`src/logic/fsh_pkg.sv`:
```
// Constants and carriers for the flash self-programming sequencer.
// Assumes a 10 MHz core clock and a 64-word page, 512-page flash.
package fsh_pkg;

	// ****************************************
	// Register map (byte addresses)
	// ****************************************
	localparam logic [7:0] ADDR_CTRL  = 8'h00; // Control and status
	localparam logic [7:0] ADDR_PTR   = 8'h04; // 16-bit address pointer
	localparam logic [7:0] ADDR_DATA  = 8'h08; // Data pair, high byte on 15:8
	localparam logic [7:0] ADDR_STORE = 8'h0C; // Store strobe, any write
	localparam logic [7:0] ADDR_READ  = 8'h10; // Program byte read
	localparam logic [7:0] ADDR_LOCK  = 8'h14; // Lock bits readback
	localparam logic [7:0] ADDR_STAT  = 8'h18; // Block status

	// ****************************************
	// Control fields and command patterns
	// ****************************************
	localparam int         CB_EN    = 0;     // Command enable
	localparam int         CB_BUSY  = 6;     // Area busy flag
	localparam int         CB_IE    = 7;     // Completion interrupt enable
	localparam logic [5:0] CMD_LOAD = 6'h01; // Buffer word load
	localparam logic [5:0] CMD_ERAS = 6'h03; // Page erase
	localparam logic [5:0] CMD_WRIT = 6'h05; // Page write
	localparam logic [5:0] CMD_LOCK = 6'h09; // Lock bit set
	localparam logic [5:0] CMD_REEN = 6'h11; // Area re-enable

	// ****************************************
	// Status fields
	// ****************************************
	localparam int ST_EE   = 0;  // EEPROM write in progress
	localparam int ST_OP   = 1;  // Operation running
	localparam int ST_HALT = 2;  // Processor halted
	localparam int ST_FUSE = 3;  // Boot vector fuse level
	localparam int ST_VEC  = 16; // Reset vector word address, 15 bits

	// ****************************************
	// Flash geometry
	// ****************************************
	localparam int          WORD_LSB   = 1;        // Word field low bit
	localparam int          WORD_W     = 6;        // Word field width
	localparam int          PAGE_LSB   = 7;        // Page field low bit
	localparam int          PAGE_W     = 9;        // Page field width
	localparam int          PAGE_WORDS = 64;       // Words per page
	localparam logic [8:0]  NO_READWHILEWRITE_AREA_PAGE  = 9'h1C0;   // First protected-read page
	localparam logic [8:0]  BOOT_PAGE  = 9'h1F0;   // First boot loader page
	localparam logic [14:0] APP_VEC    = 15'h0000; // Application reset word
	localparam logic [14:0] BOOT_VEC   = 15'h7C00; // Boot loader reset word

	// ****************************************
	// Values and timing
	// ****************************************
	localparam logic [5:0]  LOCK_RST  = 6'h3F;   // All lock bits unprogrammed
	localparam logic [15:0] ERASED    = 16'hFFFF; // Unloaded buffer word
	localparam logic [7:0]  BLOCKED   = 8'hFF;   // Read of a blocked area
	localparam logic [2:0]  STORE_WIN = 3'h4;    // Store window in cycles
	localparam logic [1:0]  RESP_OK   = 2'h0;    // AXI OKAY
	localparam logic [1:0]  RESP_ERR  = 2'h2;    // AXI SLVERR
	localparam int          CLK_MHZ   = 10;      // Core clock rate
	localparam int          PROG_US   = 3700;    // Least programming time
	localparam int          PROG_CYC  = PROG_US * CLK_MHZ; // Cycles, exact

	// ****************************************
	// Carriers
	// ****************************************
	typedef struct packed {
		logic        en;   // Word write strobe
		logic [14:0] addr; // Flash word address
		logic [15:0] data; // Word to program
	} fsh_wr_s;

	typedef struct packed {
		logic       en;   // Erase strobe
		logic [8:0] page; // Page to erase
	} fsh_er_s;

endpackage

```
`src/logic/fsh_sequencer.sv`:
```
// Flash self-programming sequencer with AXI4-Lite register access.
// Assumes flash_rd_data follows flash_rd_addr one cycle later and that
// the flash array and EEPROM controller sit outside this block.
//
// Function
// - Reset vector chosen by boot fuse
// - Fuses never written by the processor
// - Pointer bits select page and word
// - Target address latched at operation start
// - Lock set ignores the pointer
// - Pointer bit 0 selects read byte
// - Buffer loads accepted in any order
// - Erase pattern plus store erases page
// - Halt processor for protected area targets
// - Load pattern plus store fills buffer word
// - Buffer cleared on write, re-enable, reset
// - EEPROM write discards loaded buffer words
// - Write pattern plus store writes page
// - Interrupt level while command enable clear
// - Erase or write blocks area, busy set
// - Busy stays until re-enable is written
// - Lock set programs zero bits of data
// - Lock programming blocks and halts nothing
// - EEPROM busy refuses commands, lock reads
// - Lock bits cleared only by chip erase or reset
// - Locked application area rejects stores
//
// The implementer's own choices: the address map and the AXI4-Lite interface to the registers.
`timescale 1ns/1ns
module fsh_sequencer
	import fsh_pkg::*;
#(
	parameter int PROG_CYCLES = PROG_CYC // Programming time in cycles
)(
	// Clock and reset
	input  wire logic        aclk,
	input  wire logic        aresetn,
	// AXI4-Lite write channels
	input  wire logic [7:0]  awaddr,
	input  wire logic        awvalid,
	output logic             awready,
	input  wire logic [31:0] wdata,
	input  wire logic [3:0]  wstrb,
	input  wire logic        wvalid,
	output logic             wready,
	output logic [1:0]       bresp,
	output logic             bvalid,
	input  wire logic        bready,
	// AXI4-Lite read channels
	input  wire logic [7:0]  araddr,
	input  wire logic        arvalid,
	output logic             arready,
	output logic [31:0]      rdata,
	output logic [1:0]       rresp,
	output logic             rvalid,
	input  wire logic        rready,
	// Pins from outside the clock domain
	input  wire logic        boot_vector_fuse,
	input  wire logic        eeprom_write_in_progress_flag,
	input  wire logic        chip_erase_req,
	// Flash array
	input  wire logic [15:0] flash_rd_data,
	output logic [14:0]      flash_rd_addr,
	output fsh_wr_s          flash_wr,
	output fsh_er_s          flash_erase,
	// Core side
	output logic [14:0]      reset_vector,
	output logic             cpu_halt,
	output logic             rww_read_block,
	output logic             spm_irq
);

	// ****************************************
	// Declarations
	// ****************************************
	typedef enum logic [1:0] {S_IDLE, S_ERASE, S_WRITE, S_LOCK} fsh_state_e;

	fsh_state_e  state_q;                  // Operation state
	logic [31:0] tmr_q;                    // Operation timer
	logic [4:0]  cmd_q;                    // Command bits of control
	logic        ie_q;                     // Interrupt enable
	logic        busy_q;                   // Area busy flag
	logic        halt_q;                   // Target is protected area
	logic [2:0]  win_q;                    // Store window count
	logic [8:0]  page_q;                   // Latched page
	logic [5:0]  lkdat_q;                  // Latched lock data
	logic [5:0]  lock_q;                   // Lock bits
	logic [15:0] ptr_q;                    // Address pointer
	logic [15:0] dat_q;                    // Data pair
	logic [15:0] buf_q [0:PAGE_WORDS-1];   // Temporary page buffer
	logic [63:0] bval_q;                   // Buffer word loaded flags
	logic        strm_q;                   // Write stream active
	logic [5:0]  idx_q;                    // Write stream index
	logic        ee_s1, ee_s2;             // EEPROM flag synchroniser
	logic        fu_s1, fu_s2;             // Fuse synchroniser
	logic        ce_s1, ce_s2;             // Chip erase synchroniser
	logic        wr_take, rd_take;         // Bus transfers this edge
	logic        ctrl_wr, store_wr;        // Decoded writes
	logic        go;                       // Store within window
	logic        op_done;                  // Last cycle of operation
	logic [5:0]  cmd6;                     // Full command pattern
	logic        ld_go, clr_buf, wr_start; // Buffer events
	logic        permit;                   // Target area not locked
	logic [31:0] rd_mux;                   // Read data
	logic [1:0]  rd_resp;                  // Read response

	// ****************************************
	// Functions
	// ****************************************
	// Merge written bytes into a 16-bit register
	function automatic logic [15:0] merge16(input logic [15:0] old,
		input logic [31:0] nw, input logic [3:0] st);
		merge16 = old;
		if (st[0])
			merge16[7:0] = nw[7:0];
		if (st[1])
			merge16[15:8] = nw[15:8];
	endfunction

	// Mapped register check
	function automatic logic mapped(input logic [7:0] a);
		mapped = (a <= ADDR_STAT) && (a[1:0] == 2'h0);
	endfunction

	// Page lies in the protected-read area
	function automatic logic in_no_readwhilewrite_area(input logic [8:0] p);
		in_no_readwhilewrite_area = (p >= NO_READWHILEWRITE_AREA_PAGE);
	endfunction

	// Page lies in the boot loader area
	function automatic logic in_boot(input logic [8:0] p);
		in_boot = (p >= BOOT_PAGE);
	endfunction

	// ****************************************
	// Synchronisers
	// ****************************************
	// Two flip-flops for each pin
	always_ff @(posedge aclk)
	begin
		if (!aresetn)
		begin
			{ee_s1, ee_s2} <= 2'h0;
			{fu_s1, fu_s2} <= 2'h3;
			{ce_s1, ce_s2} <= 2'h0;
		end
		else
		begin
			ee_s1 <= eeprom_write_in_progress_flag;
			ee_s2 <= ee_s1;
			fu_s1 <= boot_vector_fuse;
			fu_s2 <= fu_s1;
			ce_s1 <= chip_erase_req;
			ce_s2 <= ce_s1;
		end
	end

	// ****************************************
	// AXI4-Lite slave
	// ****************************************
	assign wr_take  = awready;
	assign rd_take  = arready;
	assign ctrl_wr  = wr_take && (awaddr == ADDR_CTRL);
	assign store_wr = wr_take && (awaddr == ADDR_STORE);

	// Write channels: address and data taken together, then response
	always_ff @(posedge aclk)
	begin
		if (!aresetn)
		begin
			awready <= 1'b0;
			wready  <= 1'b0;
			bvalid  <= 1'b0;
			bresp   <= RESP_OK;
		end
		else
		begin
			awready <= awvalid && wvalid && !awready && !bvalid;
			wready  <= awvalid && wvalid && !awready && !bvalid;
			if (wr_take)
			begin
				bvalid <= 1'b1;
				bresp  <= mapped(awaddr) ? RESP_OK : RESP_ERR;
			end
			else if (bready)
				bvalid <= 1'b0;
		end
	end

	// Read data selection
	always_comb
	begin
		rd_mux  = 32'h0;
		rd_resp = mapped(araddr) ? RESP_OK : RESP_ERR;
		unique case (araddr)
			ADDR_CTRL: rd_mux[7:0] = {ie_q, busy_q, 1'b0, cmd_q};
			ADDR_PTR:  rd_mux[15:0] = ptr_q;
			ADDR_DATA: rd_mux[15:0] = dat_q;
			ADDR_READ:
			begin
				if (busy_q && !in_no_readwhilewrite_area(ptr_q[15:PAGE_LSB]))
					rd_mux[7:0] = BLOCKED;
				else
					rd_mux[7:0] = ptr_q[0] ? flash_rd_data[15:8] : flash_rd_data[7:0];
			end
			ADDR_LOCK:
			begin
				if (ee_s2)
					rd_resp = RESP_ERR;
				else
					rd_mux[7:0] = {2'h3, lock_q};
			end
			ADDR_STAT:
			begin
				rd_mux[ST_EE]   = ee_s2;
				rd_mux[ST_OP]   = (state_q != S_IDLE);
				rd_mux[ST_HALT] = cpu_halt;
				rd_mux[ST_FUSE] = fu_s2;
				rd_mux[ST_VEC+:15] = reset_vector;
			end
			default: rd_mux = 32'h0;
		endcase
	end

	// Read channels
	always_ff @(posedge aclk)
	begin
		if (!aresetn)
		begin
			arready <= 1'b0;
			rvalid  <= 1'b0;
			rdata   <= 32'h0;
			rresp   <= RESP_OK;
		end
		else
		begin
			arready <= arvalid && !arready && !rvalid;
			if (rd_take)
			begin
				rvalid <= 1'b1;
				rdata  <= rd_mux;
				rresp  <= rd_resp;
			end
			else if (rready)
				rvalid <= 1'b0;
		end
	end

	// ****************************************
	// Pointer and data registers
	// ****************************************
	// Pointer and data writes
	always_ff @(posedge aclk)
	begin
		if (!aresetn)
		begin
			ptr_q <= 16'h0;
			dat_q <= 16'h0;
		end
		else if (wr_take && awaddr == ADDR_PTR)
			ptr_q <= merge16(ptr_q, wdata, wstrb);
		else if (wr_take && awaddr == ADDR_DATA)
			dat_q <= merge16(dat_q, wdata, wstrb);
	end

	// ****************************************
	// Command decode
	// ****************************************
	assign cmd6    = {1'b0, cmd_q};
	assign go      = store_wr && (win_q != 3'h0) && (state_q == S_IDLE);
	assign op_done = (state_q != S_IDLE) && (tmr_q == 32'h1);
	assign permit  = in_boot(ptr_q[15:PAGE_LSB]) ? lock_q[4] : lock_q[2];
	assign ld_go   = go && !ee_s2 && (cmd6 == CMD_LOAD);
	assign wr_start = go && !ee_s2 && (cmd6 == CMD_WRIT) && permit;
	assign clr_buf = (op_done && state_q == S_WRITE) ||
		(go && !ee_s2 && cmd6 == CMD_REEN);

	// ****************************************
	// Sequencer
	// ****************************************
	// Control bits, store window, operations and lock bits
	always_ff @(posedge aclk)
	begin
		if (!aresetn)
		begin
			state_q <= S_IDLE;
			tmr_q   <= 32'h0;
			cmd_q   <= 5'h0;
			ie_q    <= 1'b0;
			busy_q  <= 1'b0;
			halt_q  <= 1'b0;
			win_q   <= 3'h0;
			page_q  <= 9'h0;
			lkdat_q <= LOCK_RST;
			lock_q  <= LOCK_RST;
		end
		else
		begin
			// Window countdown
			if (win_q != 3'h0)
				win_q <= win_q - 3'h1;
			// Control writes, command bits only while idle
			if (ctrl_wr)
			begin
				ie_q <= wdata[CB_IE];
				if (state_q == S_IDLE && win_q == 3'h0)
				begin
					cmd_q <= wdata[4:0];
					if (wdata[CB_EN])
						win_q <= STORE_WIN;
				end
			end
			if (win_q == 3'h1 && !go && state_q == S_IDLE)
				cmd_q <= 5'h0;
			// Store within the window
			if (go)
			begin
				win_q <= 3'h0;
				cmd_q <= 5'h0;
				if (!ee_s2)
				begin
					unique case (cmd6)
						CMD_ERAS, CMD_WRIT:
						begin
							if (permit)
							begin
								page_q  <= ptr_q[15:PAGE_LSB];
								halt_q  <= in_no_readwhilewrite_area(ptr_q[15:PAGE_LSB]);
								busy_q  <= 1'b1;
								tmr_q   <= PROG_CYCLES;
								state_q <= (cmd6 == CMD_ERAS) ? S_ERASE : S_WRITE;
								cmd_q   <= cmd_q;
							end
						end
						CMD_LOCK:
						begin
							lkdat_q <= dat_q[5:0];
							tmr_q   <= PROG_CYCLES;
							state_q <= S_LOCK;
							cmd_q   <= cmd_q;
						end
						CMD_REEN: busy_q <= 1'b0;
						default: cmd_q <= 5'h0;
					endcase
				end
			end
			// Operation timer
			if (state_q != S_IDLE)
				tmr_q <= tmr_q - 32'h1;
			if (op_done)
			begin
				state_q <= S_IDLE;
				halt_q  <= 1'b0;
				cmd_q   <= 5'h0;
				if (state_q == S_LOCK)
					lock_q <= lock_q & lkdat_q;
			end
			if (ce_s2)
				lock_q <= LOCK_RST;
		end
	end

	// ****************************************
	// Temporary page buffer
	// ****************************************
	// Random order word store
	always_ff @(posedge aclk)
	begin
		if (ld_go)
			buf_q[ptr_q[WORD_LSB+:WORD_W]] <= dat_q;
	end

	// Loaded flags
	always_ff @(posedge aclk)
	begin
		if (!aresetn)
			bval_q <= 64'h0;
		else if (clr_buf || ee_s2)
			bval_q <= 64'h0;
		else if (ld_go)
			bval_q[ptr_q[WORD_LSB+:WORD_W]] <= 1'b1;
	end

	// ****************************************
	// Flash array drive
	// ****************************************
	// Erase strobe and word stream of a page write
	always_ff @(posedge aclk)
	begin
		if (!aresetn)
		begin
			strm_q      <= 1'b0;
			idx_q       <= 6'h0;
			flash_wr    <= '0;
			flash_erase <= '0;
		end
		else
		begin
			flash_erase.en   <= go && !ee_s2 && (cmd6 == CMD_ERAS) && permit;
			flash_erase.page <= ptr_q[15:PAGE_LSB];
			if (wr_start)
			begin
				strm_q <= 1'b1;
				idx_q  <= 6'h0;
			end
			else if (strm_q)
			begin
				idx_q <= idx_q + 6'h1;
				if (idx_q == 6'h3F)
					strm_q <= 1'b0;
			end
			flash_wr.en   <= strm_q;
			flash_wr.addr <= {page_q, idx_q};
			flash_wr.data <= bval_q[idx_q] ? buf_q[idx_q] : ERASED;
		end
	end

	// ****************************************
	// Core side outputs
	// ****************************************
	// Vector, halt, read block and interrupt
	always_ff @(posedge aclk)
	begin
		if (!aresetn)
		begin
			reset_vector   <= APP_VEC;
			cpu_halt       <= 1'b0;
			rww_read_block <= 1'b0;
			spm_irq        <= 1'b0;
			flash_rd_addr  <= 15'h0;
		end
		else
		begin
			reset_vector   <= fu_s2 ? APP_VEC : BOOT_VEC;
			cpu_halt       <= halt_q && (state_q != S_IDLE);
			rww_read_block <= busy_q;
			spm_irq        <= ie_q && !cmd_q[CB_EN];
			flash_rd_addr  <= ptr_q[15:1];
		end
	end

endmodule

```
`config.mk`:
```
export PLATFORM = sky130hd
export DESIGN_NAME = fsh_sequencer
export DESIGN_NICKNAME = d
export VERILOG_FILES = /design/src/logic/fsh_pkg.sv /design/src/logic/fsh_sequencer.sv
export SDC_FILE = /design/constraint.sdc
export NUM_CORES = 1
export LEC_CHECK = 0
export BUFFER_PORTS_ARGS = -buffer_cell sky130_fd_sc_hd__buf_4
export CAP_MARGIN = 15
export CORE_MARGIN = 8
export CORE_UTILIZATION = 55
export DETAILED_ROUTE_END_ITERATION = 12
export HOLD_SLACK_MARGIN = 0.05
export PLACE_DENSITY_LB_ADDON = 0.2
export SLEW_MARGIN = 40
export SYNTH_ARGS = -nofsm -noshare
export SYNTH_HDL_FRONTEND = slang
export SYNTH_SLANG_ARGS = --single-unit
```
`constraint.sdc`:
```
create_clock -name aclk -period 4.95 [get_ports aclk]
set_input_delay 0.2475 -clock aclk [delete_from_list [all_inputs] [get_ports aclk]]
set_output_delay 0.2475 -clock aclk [all_outputs]
set_load 0.02 [all_outputs]
```
; ---- Word-level counts from Yosys, hierarchy flattened
; Memory sizes are Yosys's and may differ from the RTL's. A register that Yosys moved wholly into a read port is not among the register bits.
; Index checks and enable logic that the tools add are counted.
[classes]
n_bitwise = 5
reduce_logical = 72
n_mux = 50
magnitude_cmp = 7
n_eq_ne = 23
n_addsub = 3
[ops]
columns = operator, n
row1 = $mux 32, 4
row2 = $or 64x64->64, 1
row3 = $pmux 32 s2, 1
row4 = $eq 32x1->1 const B, 1
row5 = $sub 32x1->32 const B, 1
row6 = $mux 15, 2
row7 = $mux 5, 6
row8 = $logic_and 1x1->1, 29
row9 = $eq 8x4->1 const B, 3
row10 = $eq 8x5->1 const B, 3
row11 = $mux 8, 3
row12 = $pmux 4 s6, 1
row13 = $pmux 4 s5, 1
row14 = $reduce_and 4->1, 5
row15 = $ge 9x9->1 const B, 2
row16 = $eq 8x3->1 const B, 2
row17 = $le 8x5->1 const B, 2
row18 = $logic_not 8->1, 2
row19 = $mux 16, 1
row20 = $pmux 8 s2, 1
row21 = $lt 6x7->1 const B, 2
row22 = $mux 1, 13
row23 = $mux 2, 6
row24 = $mux 3, 4
row25 = 32 further kinds, 64
[word_totals]
wordCells = 201
memories = 1
inputBits = 78
reg_bits = 289
mem_bits_rw = 1024
out_inout_bits = 116
[mem_list]
columns = memory, depth, width, rd, rd_clocked_by_memory_dff, write_ports, line_no
row1 = buf_q, 64, 16, 1, 1, 1, fsh_sequencer.sv:90  ; logic [15:0] buf_q [0:PAGE_WORDS-1];

; ---- Longest topological paths before layout
[logic_depth]
ltp_word = 9
ltp_mapped = 10
ltp_nobuf = 8

; ---- Worst setup path before layout
; No wires, ideal clock.
[synth_path]
path_type = register to register
startpoint = register, netlist name wready
endpoint = memory buf_q[51][0], enable pin
arrival_ns = 2.534
stages_incl_launch_ff = 6
period_less_slack_ns = 2.924
path_buffers = 0
setup_ns = 0.390
required_time_ns = 4.560
setup_slack_ns = 2.026
cell_sequence = dfxtp_1 -> nor4b_1 -> nand2_1 -> nor4_1 -> nand3_1 -> nor2_1
[synth_rtl]
columns = item, line_no
row1 = to (decl), fsh_sequencer.sv:90

==> qor.yml <==
timing:
  drv_slew: 0
  fin_crit_sh_pct: 67.9
  skew_ns: 0.0245
  worst_pin_slew_ns: 0.877
  slew_headroom_pct: 40.9
  hold_violations: 0
  fmax_mhz: 298
  setup_viol: 0
  rsz0062_at_grt: "false"
  period_minus_slack_ns: 3.36
  fin_tns_setup_ns: 0
yosys:
  synth-edff-count: 1024
  synthDistinctLibCells: 69
  seq_area_frac_synth_pct: 72.4
  ys.flop_type: "edfxtp_1"
  synth_area_um2: 49600
  netlist_instances: 2996
  syn_avg_cell_area_um2: 16.5
  yosysWarningCount: 0
  synth_seq_cells: 1280
  async_reset_ff_share_pct: 0
cts:
  htreeDepth: 3
  cts_tree: "done"
  clk_pin_slew_ns: 0.06
  cts_buffer_depth: 3
  worstSkewPairLatency_ns: 0.70
  cts-resized-gates: 0
  clock_sinks: 1280
  cts_buffers: 121
  cts-root-buf: "clkbuf_16"
power_and_ir_drop:
  combPwrFrac_pct: 1.8
  p_int_mw: 17.2
  powerDensity_nw_per_um2: 377
  p_leak_nw: 20.7
  pwr-share-clk_pct: 44.4
  ir_drop_v: 0.000270
  seqPwrFrac_pct: 53.8
  sw_frac_of_total_pct: 19.5
  power.total_mw: 21.4
  p_sw_mw: 4.18
route:
  drt_wl_total_mm: 119
  drtIter0Drc: 2992
  antenna_left: 0
  routedWlPerCell_um: 26.4
  vias: 28000
  drtPass1Iterations: 7
  drcViolationCount: 0
  avgViaCountPerCell: 6.21
global_route:
  grtUsageTotal_pct: 23.6
  globalRouteMet2Util_pct: 38.2
  grt_pass1_vias: 28400
  grt_pass1_wl_mm: 179
  grt_use_met1_pct: 33.7
  overflow: 0
  gr-usage-met3_pct: 3.48
  grt_max_degree: 91
  busiest_layer: "met2"
  grt_antenna_before_repair: 2
outcome:
  status: "completed"
layout:
  area_growth_pct: 14.7
  fin_util_pct: 63.4
  insertedDiodeCount: 0
  layout-drive-gt1-share_pct: 19.8
  final_cell_count_no_fill: 4514
  fin_nets: 3313
critical_path:
  r2r.worst_path.cells: 6
  crit_path_max_fanout: 31
  startpoint_type: "flop"
  critPathKind: "reg -> reg"
  critical_path_arrival_ns: 3.89
  crit_required_ns: 5.48
  critPathCaptureType: "flop"
die:
  io_pins: 194
  rows: 110
  initial_core_util_pct: 55.2
  die_h_um: 316
  core-area_um2: 89700
  design.die.area_um2: 100000
  dieWidth_um: 316
min_path:
  hold_depth: 5
  min_from: "flash_rd_data[14]"
  hold_class: "in -> reg"
placement:
  gp_congestion: 0.901
  io_buffers: 152
  dpl.hpwl_mm: 71.2
  dp.cells: 4244
run:
  drv_cap: 0
-- flip-flops by register name, indices dropped and copies added, names as in the netlist, 5 cells and up, named ones only --
| name | flops |
|---|---|
| ptr_q | 16 |
| idx_q | 6 |
| page_q | 9 |
| lkdat_q | 6 |
| dat_q | 16 |
| flash_rd_addr | 6 |
| cmd_q | 5 |
| bval_q | 64 |
| buf_q | 1024 |
| tmr_q | 32 |
| flash_erase | 10 |
| rdata | 17 |
| flash_wr | 32 |
| lock_q | 6 |
-- synthesized netlist by cell type, types with 4 or more instances --
cell | number | area share (%)
mux2_2 | 6 | 0.14
o211ai_1 | 9 | 0.14
nand3_1 | 51 | 0.51
edfxtp_1 | 1024 | 62
inv_1 | 12 | 0.091
a22oi_1 | 106 | 1.6
and2_1 | 37 | 0.47
buf_1 | 34 | 0.26
nand2b_1 | 17 | 0.21
nor2b_1 | 16 | 0.20
o21a_1 | 73 | 1.1
and3_1 | 14 | 0.18
a2111oi_0 | 4 | 0.071
o22ai_1 | 5 | 0.063
nand2_1 | 58 | 0.44
a21oi_1 | 42 | 0.42
nor4_1 | 17 | 0.21
dfxtp_1 | 256 | 10
nand4_1 | 9 | 0.11
a221oi_1 | 122 | 2.2
mux4_2 | 146 | 6.6
a21boi_0 | 4 | 0.061
xnor2_1 | 7 | 0.12
or4_1 | 7 | 0.11
nor3b_1 | 8 | 0.12
nor3_1 | 16 | 0.16
or3_1 | 8 | 0.10
or2_2 | 11 | 0.14
o311ai_0 | 4 | 0.071
mux2i_1 | 305 | 6.2
nor2_1 | 231 | 1.7
a31oi_1 | 8 | 0.10
buf_4 | 41 | 0.62
o21ai_0 | 78 | 0.79
a211oi_1 | 13 | 0.20
clkbuf_1 | 137 | 1.0
ha_1 | 6 | 0.15
nand3b_1 | 4 | 0.061
-- through the flow --
stage	cell area (um2)	hold WS [ns]	setup WS, ns
after floorplan	49700	0.349	2.03
after global placement	52300	0.395	1.48
after detailed placement	52300	0.400	1.40
after CTS	56800	0.132	1.34
after global routing	56900	0.232	1.40
final	56900	0.205	1.59
-- per-layer routing --
layer | routed length, um | part of all wire (%)
met5 | 0 | 0
met4 | 2890 | 2.4
met2 | 56300 | 47
met3 | 9660 | 8.1
met1 | 50400 | 42
-- timing repair --
| action | in CTS | in global routing |
|---|---|---|
| hold endpoints to repair | 59 | 0 |
| setup buffers | 0 | 0 |
| hold buffers | 37 | 0 |
-- cell type report --
type                    count  area (um2)
repair buffers            303        2470
clock buffers             166        3330
fillers                  6242       32900
inverters                  13        50.0
flip-flops and latches   1280       35900
well taps                1176        1470
multi-input cells        1510       12800
clock inverters            66         793
-- cells by family (layout without fill, tap and decap cells) --
logic type	after synthesis	in the layout	share of synthesized area, %
flops	1280	1280	72.4
simple gates	521	521	5.10
compound gates	493	493	7.22
mux	457	457	12.9
buf+inv	228	548	2.04
xor+xnor	10	10	0.177
fa+ha+maj	6	6	0.151
other cells	1	23	0.00756
-- layout by cell type, fill, tap and decap left out, drive strengths merged, types with 5 or more instances in the layout --
| cell type | count |
|---|---|
| a221oi | 122 |
| o211ai | 9 |
| a31oi | 8 |
| mux2 | 6 |
| nor4 | 17 |
| buf | 266 |
| and3 | 14 |
| dlygate4sd3 | 37 |
| edfxtp | 1024 |
| a211oi | 13 |
| clkbuf | 166 |
| mux2i | 305 |
| nand2b | 17 |
| or3 | 11 |
| clkinv | 41 |
| nor3 | 16 |
| nor2 | 231 |
| and2 | 37 |
| conb | 23 |
| nand2 | 58 |
| nand4 | 9 |
| xnor2 | 7 |
| a22oi | 106 |
| nor3b | 8 |
| dfxtp | 256 |
| bufinv | 17 |
| or4 | 13 |
| nand3 | 51 |
| o21a | 73 |
| mux4 | 146 |
| nor2b | 16 |
| o22ai | 5 |
| inv | 17 |
| ha | 6 |
| a21oi | 43 |
| o21ai | 79 |
| or2 | 12 |
-- power by group through the flow --
stage                     sequential, mW  combinational [mW]  clock [mW]
after global placement              11.8               0.329           0
after floorplan                     11.8               0.228           0
after CTS                           11.5               0.372        9.66
after global routing                11.5               0.408        10.0
after detailed placement            11.8               0.348           0
final                               11.5               0.377        9.52
-- critical path: stages, from the launching register on --
cell and delay (ns):
dfxtp_4 0.73, buf_4 0.64, mux4_2 0.63, a22oi_1 0.18
o21ai_0 0.34, a22oi_1 0.50, nand3_1 0.17
-- path summary, 6_finish.rpt --
check,slack [ns],end
worst max-delay path,1.59,flash_wr[8]
worst min-delay path,0.20,rdata[6]
worst max register to register,1.59,flash_wr[8]
worst min register to register,0.41,fu_s2
(Power assumes the default switching activity.)
